$ cat src/fe_tx_cfg.svh
// constants for the fast ethernet transmit mac and pcs
`ifndef FE_TX_CFG_SVH
`define FE_TX_CFG_SVH

// bit pacing: 125 MHz bit rate from 200 MHz clock, step 5 of 8
`define CLK_MHZ         16'h00C8
`define BIT_MHZ         16'h007D
`define ACC_STEP        3'h5
`define BITS_PER_GROUP  3'h4
// frame fields, nibbles go low half first
`define PRE_NIBBLE      4'h5
`define SFD_HI_NIBBLE   4'hD
`define PRE_LAST_NIB    5'h0F
`define LEN_MAX         16'h05DC
`define MIN_FRAME       11'h03C
`define MAX_FRAME       11'h5EA
`define TYPE_HI_IDX     11'h00C
`define TYPE_LO_IDX     11'h00D
`define CRC_INIT        32'hFFFFFFFF
`define CRC_POLY        32'hEDB88320
`define FCS_LAST_NIB    5'h07
// special code-groups
`define CODE_J          5'h18
`define CODE_K          5'h11
`define CODE_T          5'h0D
`define CODE_R          5'h07
`define CODE_IDLE       5'h1F
// gap parts in bit times, four bits per nibble
`define GAP_FIRST_BITS  8'h40
`define GAP_SECOND_BITS 8'h20
`define GAP_FIRST_NIB   5'(`GAP_FIRST_BITS >> 2)
`define GAP_TOTAL_NIB   5'((`GAP_FIRST_BITS + `GAP_SECOND_BITS) >> 2)
// collision handling
`define JAM_LAST_NIB    5'h07
`define SLOT_LAST_NIB   7'h7F
`define BACKOFF_LIMIT   4'hA
`define ATTEMPT_MAX     5'h10
// seeds, values arbitrary but non-zero
`define SCR_SEED        10'h2B5
`define LFSR_SEED       16'hACE1

`endif

$ cat src/fe_tx_pkg.sv
// types shared by the fast ethernet transmit block
package fe_tx_pkg;

    typedef enum logic [3:0] {
        MAC_IDLE    = 4'h0,
        MAC_PRE     = 4'h1,
        MAC_DATA    = 4'h3,
        MAC_PAD     = 4'h2,
        MAC_FCS     = 4'h6,
        MAC_END     = 4'h7,
        MAC_JAM     = 4'h5,
        MAC_BACKOFF = 4'h4
    } mac_state_t;

    typedef enum logic [1:0] {
        RX_HUNT  = 2'h0,
        RX_SAW_J = 2'h1,
        RX_FRAME = 2'h3,
        RX_SAW_T = 2'h2
    } rx_state_t;

    typedef struct packed {
        mac_state_t state;
        logic [4:0]  nibCnt;
        logic [7:0]  holdByte;
        logic        holdValid;
        logic        holdLast;
        logic        gotLast;
        logic [7:0]  curByte;
        logic        hiPhase;
        logic        lastInFrame;
        logic [10:0] byteCount;
        logic [31:0] crc;
        logic [7:0]  lenHi;
        logic [4:0]  gapCnt;
        logic [4:0]  attempt;
        logic [9:0]  slotLeft;
        logic [6:0]  slotNib;
        logic [15:0] lfsr;
        logic        drain;
        logic [2:0]  acc;
        logic [2:0]  bitIdx;
        logic [4:0]  shift;
        logic [10:0] scr;
        logic        nrzi;
        logic        lineIn;
        logic [1:0]  mltPhase;
        rx_state_t   rxState;
        logic [4:0]  rxS1;
        logic [4:0]  rxS2;
        logic        togS1;
        logic        togS2;
        logic        togS3;
        logic        crsS1;
        logic        crsS2;
        logic        colS1;
        logic        colS2;
        logic        txReady;
        logic        txRestart;
        logic        txDone;
        logic        txExcessive;
        logic        txIsType;
        logic [3:0]  miiTxd;
        logic        miiTxEn;
        logic        mltPos;
        logic        mltNeg;
        logic        rxInFrame;
        logic        rxAbort;
        logic        rxCrcError;
        logic        rxGood;
    } fe_state_t;

endpackage : fe_tx_pkg

$ cat src/fast_ethernet_mac_tx_pcs.sv
// transmit mac framer, deferral, back-off and 100 Mb/s pcs to mlt3
`timescale 1ns/1ps
`include "fe_tx_cfg.svh"

module fast_ethernet_mac_tx_pcs (
    input  wire logic       clk,
    input  wire logic       arst_n,
    input  wire logic [7:0] txData,
    input  wire logic       txValid,
    input  wire logic       txLast,
    input  wire logic       txPadDisable,
    input  wire logic       nrziEnable,
    input  wire logic       carrierSense,
    input  wire logic       collision,
    input  wire logic [4:0] rxCode,
    input  wire logic       rxCodeToggle,
    output logic            txReady,
    output logic            txRestart,
    output logic            txDone,
    output logic            txExcessive,
    output logic            txIsType,
    output logic [3:0]      miiTxd,
    output logic            miiTxEn,
    output logic            mltPos,
    output logic            mltNeg,
    output logic            rxInFrame,
    output logic            rxAbort,
    output logic            rxCrcError,
    output logic            rxGood
);

    fe_tx_pkg::fe_state_t s;
    fe_tx_pkg::fe_state_t next_s;

    // 4B/5B data table
    function automatic logic [4:0] encode4b5b(input logic [3:0] nib);
        logic [4:0] c;
        case (nib)
            4'h0: c = 5'h1E;
            4'h1: c = 5'h09;
            4'h2: c = 5'h14;
            4'h3: c = 5'h15;
            4'h4: c = 5'h0A;
            4'h5: c = 5'h0B;
            4'h6: c = 5'h0E;
            4'h7: c = 5'h0F;
            4'h8: c = 5'h12;
            4'h9: c = 5'h13;
            4'hA: c = 5'h16;
            4'hB: c = 5'h17;
            4'hC: c = 5'h1A;
            4'hD: c = 5'h1B;
            4'hE: c = 5'h1C;
            default: c = 5'h1D;
        endcase
        return c;
    endfunction : encode4b5b

    // true when a received group is one of the sixteen data groups
    function automatic logic isDataCode(input logic [4:0] code);
        logic hit;
        hit = 1'b0;
        for (int i = 0; i < 16; i++) begin
            if (encode4b5b(4'(i)) == code) begin
                hit = 1'b1;
            end
        end
        return hit;
    endfunction : isDataCode

    // reflected crc-32, one byte, lsb first
    function automatic logic [31:0] crcByte(input logic [31:0] c, input logic [7:0] d);
        logic [31:0] r;
        r = c;
        for (int i = 0; i < 8; i++) begin
            r = (r[0] ^ d[i]) ? ((r >> 1) ^ `CRC_POLY) : (r >> 1);
        end
        return r;
    endfunction : crcByte

    // next-state logic for the whole block
    always_comb begin
        logic [3:0]  sum;
        logic        bitTick;
        logic        groupTick;
        logic [4:0]  code;
        logic [3:0]  nib;
        logic        carry;
        logic        txBit;
        logic        scrBit;
        logic        lineBit;
        logic        sending;
        logic [4:0]  attemptNew;
        logic [3:0]  k;
        logic [10:0] mask;
        logic [4:0]  rxNow;
        next_s = s;
        sum = 4'({1'b0, s.acc} + {1'b0, `ACC_STEP});
        bitTick = sum[3];
        groupTick = bitTick && (s.bitIdx == `BITS_PER_GROUP);
        code = `CODE_IDLE;
        nib = 4'h0;
        carry = 1'b0;
        txBit = 1'b0;
        scrBit = 1'b0;
        lineBit = 1'b0;
        attemptNew = 5'h00;
        k = 4'h0;
        mask = 11'h000;
        rxNow = s.rxS2;
        sending = (s.state == fe_tx_pkg::MAC_PRE) || (s.state == fe_tx_pkg::MAC_DATA) ||
                  (s.state == fe_tx_pkg::MAC_PAD) || (s.state == fe_tx_pkg::MAC_FCS);
        next_s.acc = sum[2:0];
        next_s.txRestart = 1'b0;
        next_s.txDone = 1'b0;
        next_s.txExcessive = 1'b0;
        next_s.rxAbort = 1'b0;
        next_s.rxCrcError = 1'b0;
        next_s.rxGood = 1'b0;
        next_s.lfsr = {s.lfsr[14:0], s.lfsr[15] ^ s.lfsr[13] ^ s.lfsr[12] ^ s.lfsr[10]};

        // pin synchronisers, second stage is read, toggle also through a third stage for edge detect
        next_s.crsS1 = carrierSense;
        next_s.crsS2 = s.crsS1;
        next_s.colS1 = collision;
        next_s.colS2 = s.colS1;
        next_s.rxS1 = rxCode;
        next_s.rxS2 = s.rxS1;
        next_s.togS1 = rxCodeToggle;
        next_s.togS2 = s.togS1;
        next_s.togS3 = s.togS2;

        // host byte handshake into the one-byte holding register
        if (s.txReady && txValid) begin
            if (s.drain) begin
                next_s.drain = !txLast;
            end else begin
                next_s.holdByte = txData;
                next_s.holdValid = 1'b1;
                next_s.holdLast = txLast;
                next_s.gotLast = txLast;
            end
        end

        if (groupTick) begin
            if (sending || s.state == fe_tx_pkg::MAC_END || s.state == fe_tx_pkg::MAC_JAM) begin
                next_s.gapCnt = 5'h00;
            end else if (s.gapCnt < `GAP_FIRST_NIB && s.crsS2) begin
                next_s.gapCnt = 5'h00;
            end else if (s.gapCnt != `GAP_TOTAL_NIB) begin
                next_s.gapCnt = 5'(s.gapCnt + 5'h01);
            end

            if (sending && s.colS2) begin
                // collision cuts the frame short, jam follows
                next_s.state = fe_tx_pkg::MAC_JAM;
                next_s.nibCnt = 5'h00;
                code = encode4b5b(`PRE_NIBBLE);
            end else begin
                case (s.state)
                    fe_tx_pkg::MAC_IDLE: begin
                        // idle groups keep the line alive
                        code = `CODE_IDLE;
                        if (txValid && !s.drain && s.gapCnt == `GAP_TOTAL_NIB) begin
                            next_s.state = fe_tx_pkg::MAC_PRE;
                            next_s.nibCnt = 5'h00;
                            next_s.crc = `CRC_INIT;
                            next_s.byteCount = 11'h000;
                            next_s.hiPhase = 1'b0;
                            next_s.gotLast = 1'b0;
                            next_s.holdValid = 1'b0;
                            next_s.txIsType = 1'b0;
                        end
                    end
                    fe_tx_pkg::MAC_PRE: begin
                        // first byte goes out as J/K
                        nib = (s.nibCnt == `PRE_LAST_NIB) ? `SFD_HI_NIBBLE : `PRE_NIBBLE;
                        if (s.nibCnt == 5'h00) begin
                            code = `CODE_J;
                        end else if (s.nibCnt == 5'h01) begin
                            code = `CODE_K;
                        end else begin
                            code = encode4b5b(nib);
                        end
                        next_s.nibCnt = 5'(s.nibCnt + 5'h01);
                        if (s.nibCnt == `PRE_LAST_NIB) begin
                            next_s.state = fe_tx_pkg::MAC_DATA;
                        end
                    end
                    fe_tx_pkg::MAC_DATA: begin
                        if (!s.hiPhase) begin
                            if (!s.holdValid) begin
                                // underrun: jam and retry like a collision
                                next_s.state = fe_tx_pkg::MAC_JAM;
                                next_s.nibCnt = 5'h00;
                                code = encode4b5b(`PRE_NIBBLE);
                            end else begin
                                next_s.crc = crcByte(s.crc, s.holdByte);
                                next_s.curByte = s.holdByte;
                                next_s.holdValid = 1'b0;
                                next_s.lastInFrame = s.holdLast ||
                                    (11'(s.byteCount + 11'h001) == `MAX_FRAME);
                                next_s.byteCount = 11'(s.byteCount + 11'h001);
                                if (s.byteCount == `TYPE_HI_IDX) begin
                                    next_s.lenHi = s.holdByte;
                                end
                                if (s.byteCount == `TYPE_LO_IDX) begin
                                    next_s.txIsType = {s.lenHi, s.holdByte} > `LEN_MAX;
                                end
                                nib = s.holdByte[3:0];
                                code = encode4b5b(nib);
                                next_s.hiPhase = 1'b1;
                            end
                        end else begin
                            nib = s.curByte[7:4];
                            code = encode4b5b(nib);
                            next_s.hiPhase = 1'b0;
                            if (s.lastInFrame) begin
                                // truncated frame: swallow the host's remainder
                                next_s.holdValid = 1'b0;
                                // a last byte taken in this very cycle must not start a drain
                                next_s.drain = !next_s.gotLast;
                                next_s.nibCnt = 5'h00;
                                if (!txPadDisable && s.byteCount < `MIN_FRAME) begin
                                    next_s.state = fe_tx_pkg::MAC_PAD;
                                end else begin
                                    next_s.state = fe_tx_pkg::MAC_FCS;
                                end
                            end
                        end
                    end
                    fe_tx_pkg::MAC_PAD: begin
                        code = encode4b5b(4'h0);
                        next_s.hiPhase = !s.hiPhase;
                        if (!s.hiPhase) begin
                            next_s.crc = crcByte(s.crc, 8'h00);
                            next_s.byteCount = 11'(s.byteCount + 11'h001);
                        end else if (s.byteCount >= `MIN_FRAME) begin
                            next_s.state = fe_tx_pkg::MAC_FCS;
                        end
                    end
                    fe_tx_pkg::MAC_FCS: begin
                        nib = ~s.crc[3:0];
                        code = encode4b5b(nib);
                        next_s.crc = s.crc >> 4;
                        next_s.nibCnt = 5'(s.nibCnt + 5'h01);
                        if (s.nibCnt == `FCS_LAST_NIB) begin
                            next_s.state = fe_tx_pkg::MAC_END;
                            next_s.nibCnt = 5'h00;
                        end
                    end
                    fe_tx_pkg::MAC_END: begin
                        // T then R right after check value
                        code = (s.nibCnt == 5'h00) ? `CODE_T : `CODE_R;
                        next_s.nibCnt = 5'(s.nibCnt + 5'h01);
                        if (s.nibCnt != 5'h00) begin
                            next_s.state = fe_tx_pkg::MAC_IDLE;
                            next_s.txDone = 1'b1;
                            next_s.attempt = 5'h00;
                        end
                    end
                    fe_tx_pkg::MAC_JAM: begin
                        code = encode4b5b(`PRE_NIBBLE);
                        next_s.nibCnt = 5'(s.nibCnt + 5'h01);
                        if (s.nibCnt == `JAM_LAST_NIB) begin
                            attemptNew = 5'(s.attempt + 5'h01);
                            next_s.holdValid = 1'b0;
                            if (attemptNew == `ATTEMPT_MAX) begin
                                // give up, drop what is left of the frame
                                next_s.state = fe_tx_pkg::MAC_IDLE;
                                next_s.attempt = 5'h00;
                                next_s.txExcessive = 1'b1;
                                next_s.drain = !next_s.gotLast;
                            end else begin
                                k = (attemptNew > 5'(`BACKOFF_LIMIT)) ? `BACKOFF_LIMIT : attemptNew[3:0];
                                mask = 11'((11'h001 << k) - 11'h001);
                                next_s.attempt = attemptNew;
                                next_s.slotLeft = s.lfsr[9:0] & mask[9:0];
                                next_s.slotNib = 7'h00;
                                next_s.state = fe_tx_pkg::MAC_BACKOFF;
                                next_s.txRestart = 1'b1;
                            end
                        end
                    end
                    fe_tx_pkg::MAC_BACKOFF: begin
                        code = `CODE_IDLE;
                        if (s.slotLeft == 10'h000) begin
                            next_s.state = fe_tx_pkg::MAC_IDLE;
                        end else begin
                            next_s.slotNib = 7'(s.slotNib + 7'h01);
                            if (s.slotNib == `SLOT_LAST_NIB) begin
                                next_s.slotLeft = 10'(s.slotLeft - 10'h001);
                            end
                        end
                    end
                    default: begin
                        code = `CODE_IDLE;
                        next_s.state = fe_tx_pkg::MAC_IDLE;
                    end
                endcase
            end
            // nibble taken on this edge, then encoded
            next_s.miiTxd = nib;
            // enable covers the slots that carry preamble through check value
            next_s.miiTxEn = sending;
        end

        // ready only while a frame is pulling bytes, or while draining
        next_s.txReady = next_s.drain ||
            (((next_s.state == fe_tx_pkg::MAC_PRE) || (next_s.state == fe_tx_pkg::MAC_DATA)) &&
             !next_s.holdValid && !next_s.gotLast);

        if (bitTick) begin
            // five bits per group at bit rate
            txBit = s.shift[4];
            next_s.shift = groupTick ? code : {s.shift[3:0], 1'b0};
            next_s.bitIdx = groupTick ? 3'h0 : 3'(s.bitIdx + 3'h1);
            carry = s.scr[10] ^ s.scr[8];
            next_s.scr = {s.scr[9:0], carry};
            scrBit = txBit ^ carry;
            // nrzi unless the enable is cleared
            lineBit = nrziEnable ? (s.nrzi ^ scrBit) : scrBit;
            next_s.nrzi = nrziEnable ? lineBit : s.nrzi;
            next_s.lineIn = lineBit;
            // mlt3 steps on every input change
            if (lineBit != s.lineIn) begin
                next_s.mltPhase = 2'(s.mltPhase + 2'h1);
            end
        end
        next_s.mltPos = (next_s.mltPhase == 2'h1);
        next_s.mltNeg = (next_s.mltPhase == 2'h3);

        // receive delimiter check, one group per toggle edge
        if (s.togS2 != s.togS3) begin
            case (s.rxState)
                fe_tx_pkg::RX_HUNT: begin
                    if (rxNow == `CODE_J) begin
                        next_s.rxState = fe_tx_pkg::RX_SAW_J;
                    end else if (rxNow != `CODE_IDLE) begin
                        next_s.rxAbort = 1'b1;
                    end
                end
                fe_tx_pkg::RX_SAW_J: begin
                    if (rxNow == `CODE_K) begin
                        next_s.rxState = fe_tx_pkg::RX_FRAME;
                    end else begin
                        next_s.rxAbort = 1'b1;
                        next_s.rxState = fe_tx_pkg::RX_HUNT;
                    end
                end
                fe_tx_pkg::RX_FRAME: begin
                    // frame ending without T is bad
                    if (rxNow == `CODE_T) begin
                        next_s.rxState = fe_tx_pkg::RX_SAW_T;
                    end else if (!isDataCode(rxNow)) begin
                        next_s.rxCrcError = 1'b1;
                        next_s.rxState = fe_tx_pkg::RX_HUNT;
                    end
                end
                default: begin
                    // T must be followed by R
                    next_s.rxGood = (rxNow == `CODE_R);
                    next_s.rxCrcError = (rxNow != `CODE_R);
                    next_s.rxState = fe_tx_pkg::RX_HUNT;
                end
            endcase
        end
        next_s.rxInFrame = (next_s.rxState == fe_tx_pkg::RX_FRAME) ||
                           (next_s.rxState == fe_tx_pkg::RX_SAW_T);
    end

    // single state register, seeds loaded at reset
    always_ff @(posedge clk or negedge arst_n) begin
        if (!arst_n) begin
            s <= '0;
            s.scr <= {1'b1, `SCR_SEED};
            s.lfsr <= `LFSR_SEED;
        end else begin
            s <= next_s;
        end
    end

    // outputs straight from the state register
    assign txReady     = s.txReady;
    assign txRestart   = s.txRestart;
    assign txDone      = s.txDone;
    assign txExcessive = s.txExcessive;
    assign txIsType    = s.txIsType;
    assign miiTxd      = s.miiTxd;
    assign miiTxEn     = s.miiTxEn;
    assign mltPos      = s.mltPos;
    assign mltNeg      = s.mltNeg;
    assign rxInFrame   = s.rxInFrame;
    assign rxAbort     = s.rxAbort;
    assign rxCrcError  = s.rxCrcError;
    assign rxGood      = s.rxGood;

endmodule : fast_ethernet_mac_tx_pcs

$ cat config.mk
export PLATFORM = sky130hd
export DESIGN_NAME = fast_ethernet_mac_tx_pcs
export DESIGN_NICKNAME = d
export VERILOG_FILES = /design/src/fe_tx_pkg.sv /design/src/fast_ethernet_mac_tx_pcs.sv
export VERILOG_INCLUDE_DIRS = /design/src
export SDC_FILE = /design/constraint.sdc
export NUM_CORES = 1
export LEC_CHECK = 0
export BUFFER_PORTS_ARGS = -buffer_cell sky130_fd_sc_hd__buf_4
export CAP_MARGIN = 20
export CORE_MARGIN = 2
export CORE_UTILIZATION = 50
export CTS_CLUSTER_SIZE = 16
export DETAILED_ROUTE_END_ITERATION = 10
export GPL_ROUTABILITY_DRIVEN = 0
export PLACE_DENSITY = 0.67
export REMOVE_ABC_BUFFERS = 1
export SLEW_MARGIN = 10
export SYNTH_ARGS = -nofsm -noshare
export SYNTH_HDL_FRONTEND = slang
export SYNTH_SLANG_ARGS = --single-unit
$ cat constraint.sdc
create_clock -name clk -period 3.63 [get_ports clk]
set_clock_uncertainty 0.05 [all_clocks]
set_input_delay 0.1815 -clock clk [delete_from_list [all_inputs] [get_ports clk]]
set_output_delay 0.1815 -clock clk [all_outputs]
set_load 0.03 [all_outputs]
==> results of run 1 <==
## cell usage in the layout, fill, tap and decap left out, types with 6 or more instances in the layout
cell / synthesis / layout
dfrtp_1: 167 / 167
nand2_1: 125 / 125
xnor2_1: 92 / 92
o21ai_0: 89 / 89
nor2_1: 84 / 84
buf_4: 6 / 59
a21oi_1: 55 / 55
xor2_1: 50 / 50
inv_1: 34 / 34
nor3_1: 30 / 30
nand3_1: 29 / 29
a31oi_1: 24 / 24
mux2_2: 23 / 23
ha_1: 22 / 22
a221oi_1: 19 / 19
dlygate4sd3_1: 0 / 19
clkbuf_16: 0 / 17
and3_1: 16 / 16
o31ai_1: 15 / 15
dfstp_2: 15 / 15
nand2b_1: 13 / 13
nor2b_1: 12 / 12
a22oi_1: 10 / 10
nand4_1: 9 / 9
a211oi_1: 7 / 7
or3_1: 7 / 7
and2_1: 7 / 7
mux2i_1: 6 / 6
## final timing paths
kind / end
max: s[89]
min: s[61]
max reg2reg: s[89]
min reg2reg: s[16]
max in group asynchronous: s[39]
min in group asynchronous: next_s[67]
## synthesized netlist by cell type (all sizes together), types with 4 or more instances
cell type / instances / area, µm²
a31oi: 24 / 150
and2: 7 / 43.8
a21oi: 55 / 275
nand4: 9 / 56.3
nor2: 86 / 328
o31ai: 15 / 113
nand3: 29 / 145
a31o: 4 / 35.0
o2111ai: 4 / 35.0
or3: 7 / 43.8
o22ai: 4 / 25.0
buf: 27 / 161
nor4b: 4 / 35.0
ha: 22 / 275
and3: 16 / 100
mux2i: 6 / 60.1
a221oi: 19 / 166
nor4: 5 / 31.3
mux2: 23 / 259
clkbuf: 48 / 181
o21a: 5 / 37.5
xor2: 51 / 465
dfstp: 15 / 394
nand2b: 13 / 81.3
or4: 4 / 30.0
nand2: 125 / 469
nor2b: 12 / 75.1
o221ai: 5 / 43.8
o211ai: 5 / 42.5
a211oi: 7 / 52.6
a22o: 5 / 43.8
inv: 34 / 128
xnor3: 5 / 115
a22oi: 10 / 75.1
o21ai: 90 / 450
nor3: 30 / 150
dfrtp: 167 / 4180
xnor2: 96 / 882
## layer usage
metal / wire length, µm / share of wire, % / global-route usage, %
met2: 11900 / 45 / 37.1
met1: 12500 / 47 / 35.3
met3: 1460 / 5.6 / 4.28
met5: 0 / 0 / 0
met4: 495 / 1.9 / 7.71
## area by class of cell
class | instances | area, µm² | share of cell area [%]
Clock buffer | 18 | 429 | 3.56
Clock inverter | 14 | 125 | 1.04
Inverter | 34 | 128 | 1.06
Multi-Input combinational cell | 864 | 5770 | 48.0
Sequential cell | 182 | 4570 | 38.0
Tap cell | 275 | 344 | 2.86
Timing Repair Buffer | 80 | 667 | 5.54
## worst max-delay path, delay by kind of cell (launching register included)
| family | cells | cell delay, ns |
|---|---|---|
| flip-flops | 1 | 0.59 |
| AO/OA/AOI/OAI | 5 | 0.83 |
| AND/OR/NAND/NOR | 3 | 0.52 |
| XOR/XNOR | 1 | 0.19 |
| adder cells (fa/ha/maj) | 2 | 0.72 |
## power breakdown
| part | switching, W | leakage [nW] | internal, W |
|---|---|---|---|
| sequential | 0.000225 | 2.35 | 0.00216 |
| clock | 0.000833 | 0.273 | 0.000951 |
| combinational | 0.00108 | 2.63 | 0.000986 |
## logic make-up after synthesis
| group | synth area share, % |
|---|---|
| AO/OA/AOI/OAI | 17.8 |
| XOR/XNOR | 13.7 |
| adder cells (fa/ha/maj) | 2.54 |
| buffers and inverters | 4.35 |
| flip-flops | 42.3 |
| multiplexers | 2.95 |
| AND/OR/NAND/NOR | 16.4 |
## timing repair
action | in CTS | in global routing
gates resized for setup | 0 | 0
setup endpoints to repair | 0 | 0
hold buffers | 19 | 0
hold endpoints to repair | 72 | 0
## through the flow
stage	power (W)	setup WS (ns)	instance area, µm²	util, %	hold WS [ns]
2_1_floorplan	0.00396	0.751	10500	-	-0.164
3_3_place_gp	0.00442	0.745	11300	53.4	0.151
3_5_place_dp	0.00444	0.654	11300	53.4	0.152
4_1_cts	0.00627	0.626	12000	56.9	0.194
5_1_grt	0.00657	0.307	12000	56.9	0.235
6_report	0.00624	0.619	12000	56.9	0.205
==> results.toml, run 1 <==
[setup_path]
cp_max_fo = 14
path_cells = "ha_1, xnor2_1, a31oi_1, nor2_1, nand3_1, ha_1, nor2b_1, a21oi_1, o21ai_0, a311o_1, o21a_1"
crit_type = "reg -> reg"
start_kind = "flip-flop"
path_common_cell = "ha_1"
endpoint_kind = "flip-flop"
arrival_ns = 3.29
cp_slowest_stage_delay_ns = 0.59
rrSetupSlack_ns = 0.62
reg2reg_depth = 11
slowest_stage = "dfrtp_1"
r2r-start = "s[95]"
startpoint = "s[95]"
cp.required_ns = 3.91

[floorplanning]
io_pins = 38
start_util_pct = 51.1
die_x_um = 151
coreArea_mm2 = 0.0212
rows = 53
die_height_um = 151
fp.dieArea_mm2 = 0.0228

[cts]
worstSkewPairLatency_ns = 0.44
htree_levels = 4
cts_root_buf = "clkbuf_16"
clkSlewWorstSetupHoldPaths_ns = 0.08
cts_tree = "done"
cts_setup_buffers = 0
cts_buffer_depth = 2
clock-sinks = 182
cts-buffers-inserted = 17

[sta]
rsz0062_at_grt = "no"
tightest_slew_ns = 0.863
fmax_mhz = 332
finalSetupViolCount = 0
tns_ns = 0
fin_crit_ns = 3.01
min_period_over_period_pct = 82.9
final_max_slew_viol_count = 0
hold_violations = 0
relSlewSlack_pct = 42.1

[synth]
synth-async-reset-ratio_pct = 100
synth_cell_type_count = 84
syn_area_per_cell_um2 = 9.37
ys.warnings.count = 0
yosysSeqAreaShare_pct = 42.3
yosys_register_bits = 182
synth_edf_count = 0
synth_top_flop_cell = "dfrtp_1"
synthCells = 1155
synth_area_mm2 = 0.0108

[routing]
viasPerCell = 5.93
drt_first_iter_violations = 596
ant_nets = 0
drt-total-wl_um = 26300
vias = 8702
wire_per_inst_um = 17.9
drcViolationCount = 0
first_pass_iters = 5

[finish]
nets = 1223
diodes = 0
n_fill_cell = 1878
area_growth_pct = 11.3
regMostFlops = "s"
largest_reg_flops = 142
layout.cells.non_filler = 1467
drive_gt1_share_pct = 12.8

[placed_design]
port_buffers = 37
dp_hpwl_um = 17800
dp.cells = 1416

[hold_path]
holdCritStartpoint = "txValid"
holdPathStages = 5
hp-class = "in -> reg"

[pwr]
ir_worst_vdd_mv = 0.344
power_density_mw_per_mm2 = 518
p_leak_nw = 5.25

[grt]
grt_pass1_wl_um = 43800
globalRouteTotalUtil_pct = 24.3
grt_pass1_vias = 8383
grt_max_degree = 80
antenna_found_initial = 0
grt_overflow_total = 0

[flow_run]
cap_viol_max_count = 0

[status]
status = "finished, final reports clean"
No activity file was read; power rests on OpenSTA's default activity.
==> inputs of run 2 (changes only) <==
--- a/config.mk
+++ b/config.mk
@@ -13,7 +13,7 @@
 export CTS_CLUSTER_SIZE = 16
 export DETAILED_ROUTE_END_ITERATION = 10
 export GPL_ROUTABILITY_DRIVEN = 0
-export PLACE_DENSITY = 0.67
+export PLACE_DENSITY = 0.69
 export REMOVE_ABC_BUFFERS = 1
 export SLEW_MARGIN = 10
 export SYNTH_ARGS = -nofsm -noshare
==> constraint.sdc (replaced) <==
create_clock -name clk -period 2.73 [get_ports clk]
set_clock_uncertainty 0.05 [all_clocks]
set_input_delay 0.1365 -clock clk [delete_from_list [all_inputs] [get_ports clk]]
set_output_delay 0.1365 -clock clk [all_outputs]
set_load 0.03 [all_outputs]
==> results.toml, run 2 (same netlist as run 1, synthesis figures left out) <==
[status]
status = "finished, final reports clean"

[setup_path]
endpoint_kind = "flip-flop"
arrival_ns = 2.84
r2r-start = "s[95]"
rrSetupSlack_ns = 0.17
crit_type = "reg -> reg"
cp_max_fo = 7
reg2reg_depth = 11
r2r-end = "s[89]"
cp.required_ns = 3.01
start_kind = "flip-flop"
startpoint = "s[95]"

[routing]
first_pass_iters = 5
maxUsedRoutingLayer = "met4"
ant_nets = 0
drcViolationCount = 0
wl_met3_um = 1690
viasPerCell = 5.94
met1_length_um = 12300
drt-total-wl_um = 26900
vias = 8970
wire_per_inst_um = 17.9
drt_first_iter_violations = 753
dr_wl_met2_um = 12400

[grt]
grt_overflow_total = 0
grt_max_degree = 79
grt_pass1_vias = 8554
globalRouteTotalUtil_pct = 24.7
grt_pass1_wl_um = 44500
antenna_found_initial = 0

[finish]
nets = 1265
fin_util_pct = 59.2
final_common_cell = "dfrtp_1"
area_growth_pct = 15.8
diodes = 0
drive_gt1_share_pct = 16.2
regMostFlops = "s"
largest_reg_flops = 142
final_cell_mix = "dfrtp_1, nand2_1, buf_4"
n_fill_cell = 1785

[sta]
rsz0062_at_grt = "no"
relSlewSlack_pct = 35.5
hold_slack_ns = 0.218
fin_crit_ns = 2.56
fmax_mhz = 390
min_period_over_period_pct = 93.9
hold_violations = 0
final_max_slew_viol_count = 0
tightest_slew_ns = 0.961
finalSetupViolCount = 0

[cts]
clock-sinks = 182
cts-buffers-inserted = 17
worstSkewPairLatency_ns = 0.43
cts_setup_buffers = 0
clkSlewWorstSetupHoldPaths_ns = 0.07
htree_levels = 4
cts_root_buf = "clkbuf_16"
cts_tree = "done"
cts_buffer_depth = 2

[hold_path]
worstHoldEndpoint = "s[61]"
holdCritStartpoint = "txValid"
holdPathStages = 5
hp-class = "in -> reg"

[floorplanning]
die_height_um = 151
coreArea_mm2 = 0.0212
start_util_pct = 51.1
io_pins = 38
die_x_um = 151
fp.dieArea_mm2 = 0.0228
rows = 53

[pwr]
pwr-share-comb_pct = 32.6
switchingPower_w = 0.00286
power_density_mw_per_mm2 = 709
netSwitchingFraction_pct = 32.1
p_leak_nw = 5.53
p_int_w = 0.00603
pwr-share-clk_pct = 32.4
ir_worst_vdd_mv = 0.639
seq_power_share_pct = 35.0

[placed_design]
dp_hpwl_um = 18900
port_buffers = 37

[flow_run]
cap_viol_max_count = 0
-- run 2: worst max path at each step --
| stage | endpoint | cells after the start |
|---|---|---|
| floorplan | s[105] | 5 |
| global placement | txReady | 8 |
| detailed placement | s[93] | 9 |
| CTS | s[94] | 9 |
| global route | s[180] | 8 |
| finish | s[89] | 11 |
-- run 2: cell type report --
class                   count  area [µm²]  area share (%)
multi-input cells         864        5800            46.3
flip-flops and latches    182        4570            36.5
repair buffers            122         995            7.94
clock buffers              19         453            3.61
well taps                 275         344            2.75
clock inverters            13         239            1.91
inverters                  34         128            1.02
-- run 2: power by group through the flow --
stage | combinational (W) | sequential, W | clock [W]
2_1_floorplan | 0.00208 | 0.00318 | 0
3_3_place_gp | 0.00279 | 0.00315 | 0
3_5_place_dp | 0.00282 | 0.00316 | 0
4_1_cts | 0.00287 | 0.00311 | 0.00294
5_1_grt | 0.00313 | 0.00314 | 0.00306
6_report | 0.00289 | 0.00311 | 0.00288
-- run 2: worst max-delay path, cell delays in order (launching register included) --
cell and delay [ns]:
dfrtp_2 0.45, ha_1 0.25, xnor2_1 0.15, a31oi_1 0.31, nor2_1 0.11, nand3_1 0.12, ha_2 0.26, nor2_1 0.06
a21oi_1 0.13, o21ai_0 0.09, a311o_1 0.37, o21a_1 0.10
-- run 2: metrics by stage --
| step | setup WS, ns | area (µm²) | setup TNS (ns) | total power (W) | instances |
|---|---|---|---|---|---|
| 2_1_floorplan | -0.149 | 10500 | -1.19 | 0.00526 | 1080 |
| 3_3_place_gp | 0.206 | 11600 | 0 | 0.00595 | 1458 |
| 3_5_place_dp | 0.0937 | 11600 | 0 | 0.00598 | 1458 |
| 4_1_cts | 0.0697 | 12500 | 0 | 0.00892 | 1509 |
| 5_1_grt | 0.00314 | 12500 | 0 | 0.00932 | 1509 |
| 6_report | 0.166 | 12500 | 0 | 0.00888 | 1509 |
-- run 2: what timing repair did --
action | 4_1_cts | 5_1_grt
gates resized for setup | 0 | 5
hold endpoints to repair | 84 | 0
setup endpoints to repair | 0 | 11
hold buffers | 19 | 0
-- run 2: per-layer routing --
layer / vias to the layer above / GRT usage, %
met5: - / 0
met4: 0 / 8.04
met3: 49 / 4.73
met2: 306 / 38.9
met1: 4391 / 34.4
li1: 4224 / -
==> inputs of run 3 (changes only) <==
==> constraint.sdc (replaced) <==
create_clock -name clk -period 2.1 [get_ports clk]
set_clock_uncertainty 0.05 [all_clocks]
set_input_delay 0.105 -clock clk [delete_from_list [all_inputs] [get_ports clk]]
set_output_delay 0.105 -clock clk [all_outputs]
set_load 0.03 [all_outputs]
==> results.toml, run 3 (same netlist as run 1, synthesis figures left out) <==
[status]
status = "finished, violations left"
failed_checks = "setup timing"

[sta]
tightest_slew_ns = 0.635
rsz0062_at_grt = "yes"
fin_crit_ns = 2.36
fmax_mhz = 424
min_period_over_period_pct = 112
finalSetupViolCount = 33
hold_violations = 0
relSlewSlack_pct = 57.2
final_max_slew_viol_count = 0
finalWorstSetupSlack_ns = -0.257

[routing]
ant_nets = 0
wire_per_inst_um = 18.1
drt-total-wl_um = 30500
vias = 9810
viasPerCell = 5.83
drcViolationCount = 0
first_pass_iters = 5
drt_first_iter_violations = 860

[cts]
worstSkewPairLatency_ns = 0.44
cts-buffers-inserted = 17
cts_buffer_depth = 2
cts_root_buf = "clkbuf_16"
clock-sinks = 182
cts_tree = "done"
htree_levels = 4
clkSlewWorstSetupHoldPaths_ns = 0.07

[setup_path]
cp.required_ns = 2.38
path_common_cell = "buf_6"
cp.depth = 12
rrSetupSlack_ns = -0.26
start_kind = "flip-flop"
slowest_stage = "dfrtp_2"
crit_type = "reg -> reg"
path_cells = "buf_6, and3_1, a31oi_4, nor2_4, nand3b_1, ha_4, buf_6, xnor2_2, nor3_2, o221ai_1, a21oi_1, o22a_1"
cp_max_fo = 9
crit_buf_inv = 2
arrival_ns = 2.64
endpoint_kind = "flip-flop"
path_delay_family = "simple AND/OR/NAND/NOR gates"
r2r-end = "s[91]"
endpoint = "s[91]"
startpoint = "s[95]"
reg2reg_depth = 12
cp_slowest_stage_delay_ns = 0.44
r2r-start = "s[95]"

[flow_run]
cap_viol_max_count = 0

[finish]
final_cell_mix = "buf_4, dfrtp_1, nand2_1"
layout.cells.non_filler = 1682
regMostFlops = "s"
largest_reg_flops = 142
final_common_cell = "buf_4"
nets = 1438
drive_gt1_share_pct = 33.1
fin_util_pct = 69.1
area_growth_pct = 35.2
diodes = 0

[floorplanning]
start_util_pct = 51.1
coreArea_mm2 = 0.0212
io_pins = 38
rows = 53
die_height_um = 151
fp.dieArea_mm2 = 0.0228
die_x_um = 151

[grt]
grt_pass1_vias = 9317
antenna_found_initial = 0
grt_pass1_wl_um = 47500
grt_overflow_total = 0
grt_max_degree = 61
globalRouteTotalUtil_pct = 26.3

[placed_design]
dp_hpwl_um = 20200
dp.cells = 1596
pre_cts_slack_ns = -0.434
port_buffers = 37

[hold_path]
hp-class = "in -> async"

[pwr]
p_leak_nw = 6.50
ir_worst_vdd_mv = 0.826
power_density_mw_per_mm2 = 858
finalPower_w = 0.0125
-- run 3: changes by cell type in the layout (fill, tap and decap cells not counted), sizes merged --
| cell | delta |
|---|---|
| inv | -1 |
| clkbuf | +1 |
| clkinv | +3 |
| buf | +170 |
| or3 | +1 |
| o311ai | +1 |
| bufinv | -2 |
-- run 3: through the flow --
stage | hold WS [ns] | cell area, µm² | setup TNS (ns)
after global placement | -0.00152 | 12700 | -6.07
final | 0.0992 | 14600 | -3.76
after floorplan | -0.241 | 10500 | -33.37
after CTS | 0.100 | 14000 | -2.02
after global routing | 0.134 | 14600 | -7.99
after detailed placement | 0.00157 | 12700 | -7.69
-- run 3: worst min-delay path by stage --
stage / startpoint / end / slack [ns]
floorplan: arst_n / miiTxEn / -0.24
global placement: arst_n / s[93] / -0.002
detailed placement: arst_n / s[93] / 0.002
CTS: arst_n / s[78] / 0.10
global route: arst_n / s[85] / 0.13
finish: arst_n / s[93] / 0.1
-- run 3: repair_timing --
item,4_1_cts,5_1_grt
setup buffers,12,23
endpoints found under the hold margin,193,0
pin swaps,47,42
hold buffers,19,0
gates resized for setup,92,107
cloned,2,1
endpoints found under the setup margin,52,80
-- run 3: worst register-to-register path, cell delays in order, from the launching register on --
cell and delay [ns]:
dfrtp_2 0.44, buf_6 0.17, and3_1 0.25, a31oi_4 0.12, nor2_4 0.15, nand3b_1 0.15, ha_4 0.22, buf_6 0.12
xnor2_2 0.12, nor3_2 0.05, o221ai_1 0.15, a21oi_1 0.09, o22a_1 0.17
-- run 3: per-layer routing --
metal  up-vias  GRT usage [%]  part of all wire [%]
met3        66           4.25                   5.9
met1      4833           36.6                    44
met5         -              0                     0
met2       332           42.3                    48
li1       4579              -                     -
met4         0           8.32                   2.5
-- run 3: cell type report --
cell class	instances	area, µm²
Fill cell	1573	6530
Clock buffer	19	433
Sequential cell	182	4580
Tap cell	275	344
Multi-Input combinational cell	866	6480
Clock inverter	13	196
Inverter	34	130
Timing Repair Buffer	293	2460
-- run 3: report_power, final --
group,internal (W),switching (W)
combinational,0.00265,0.00247
sequential,0.00374,0.000207
clock,0.00202,0.00147
total,0.00840,0.00415
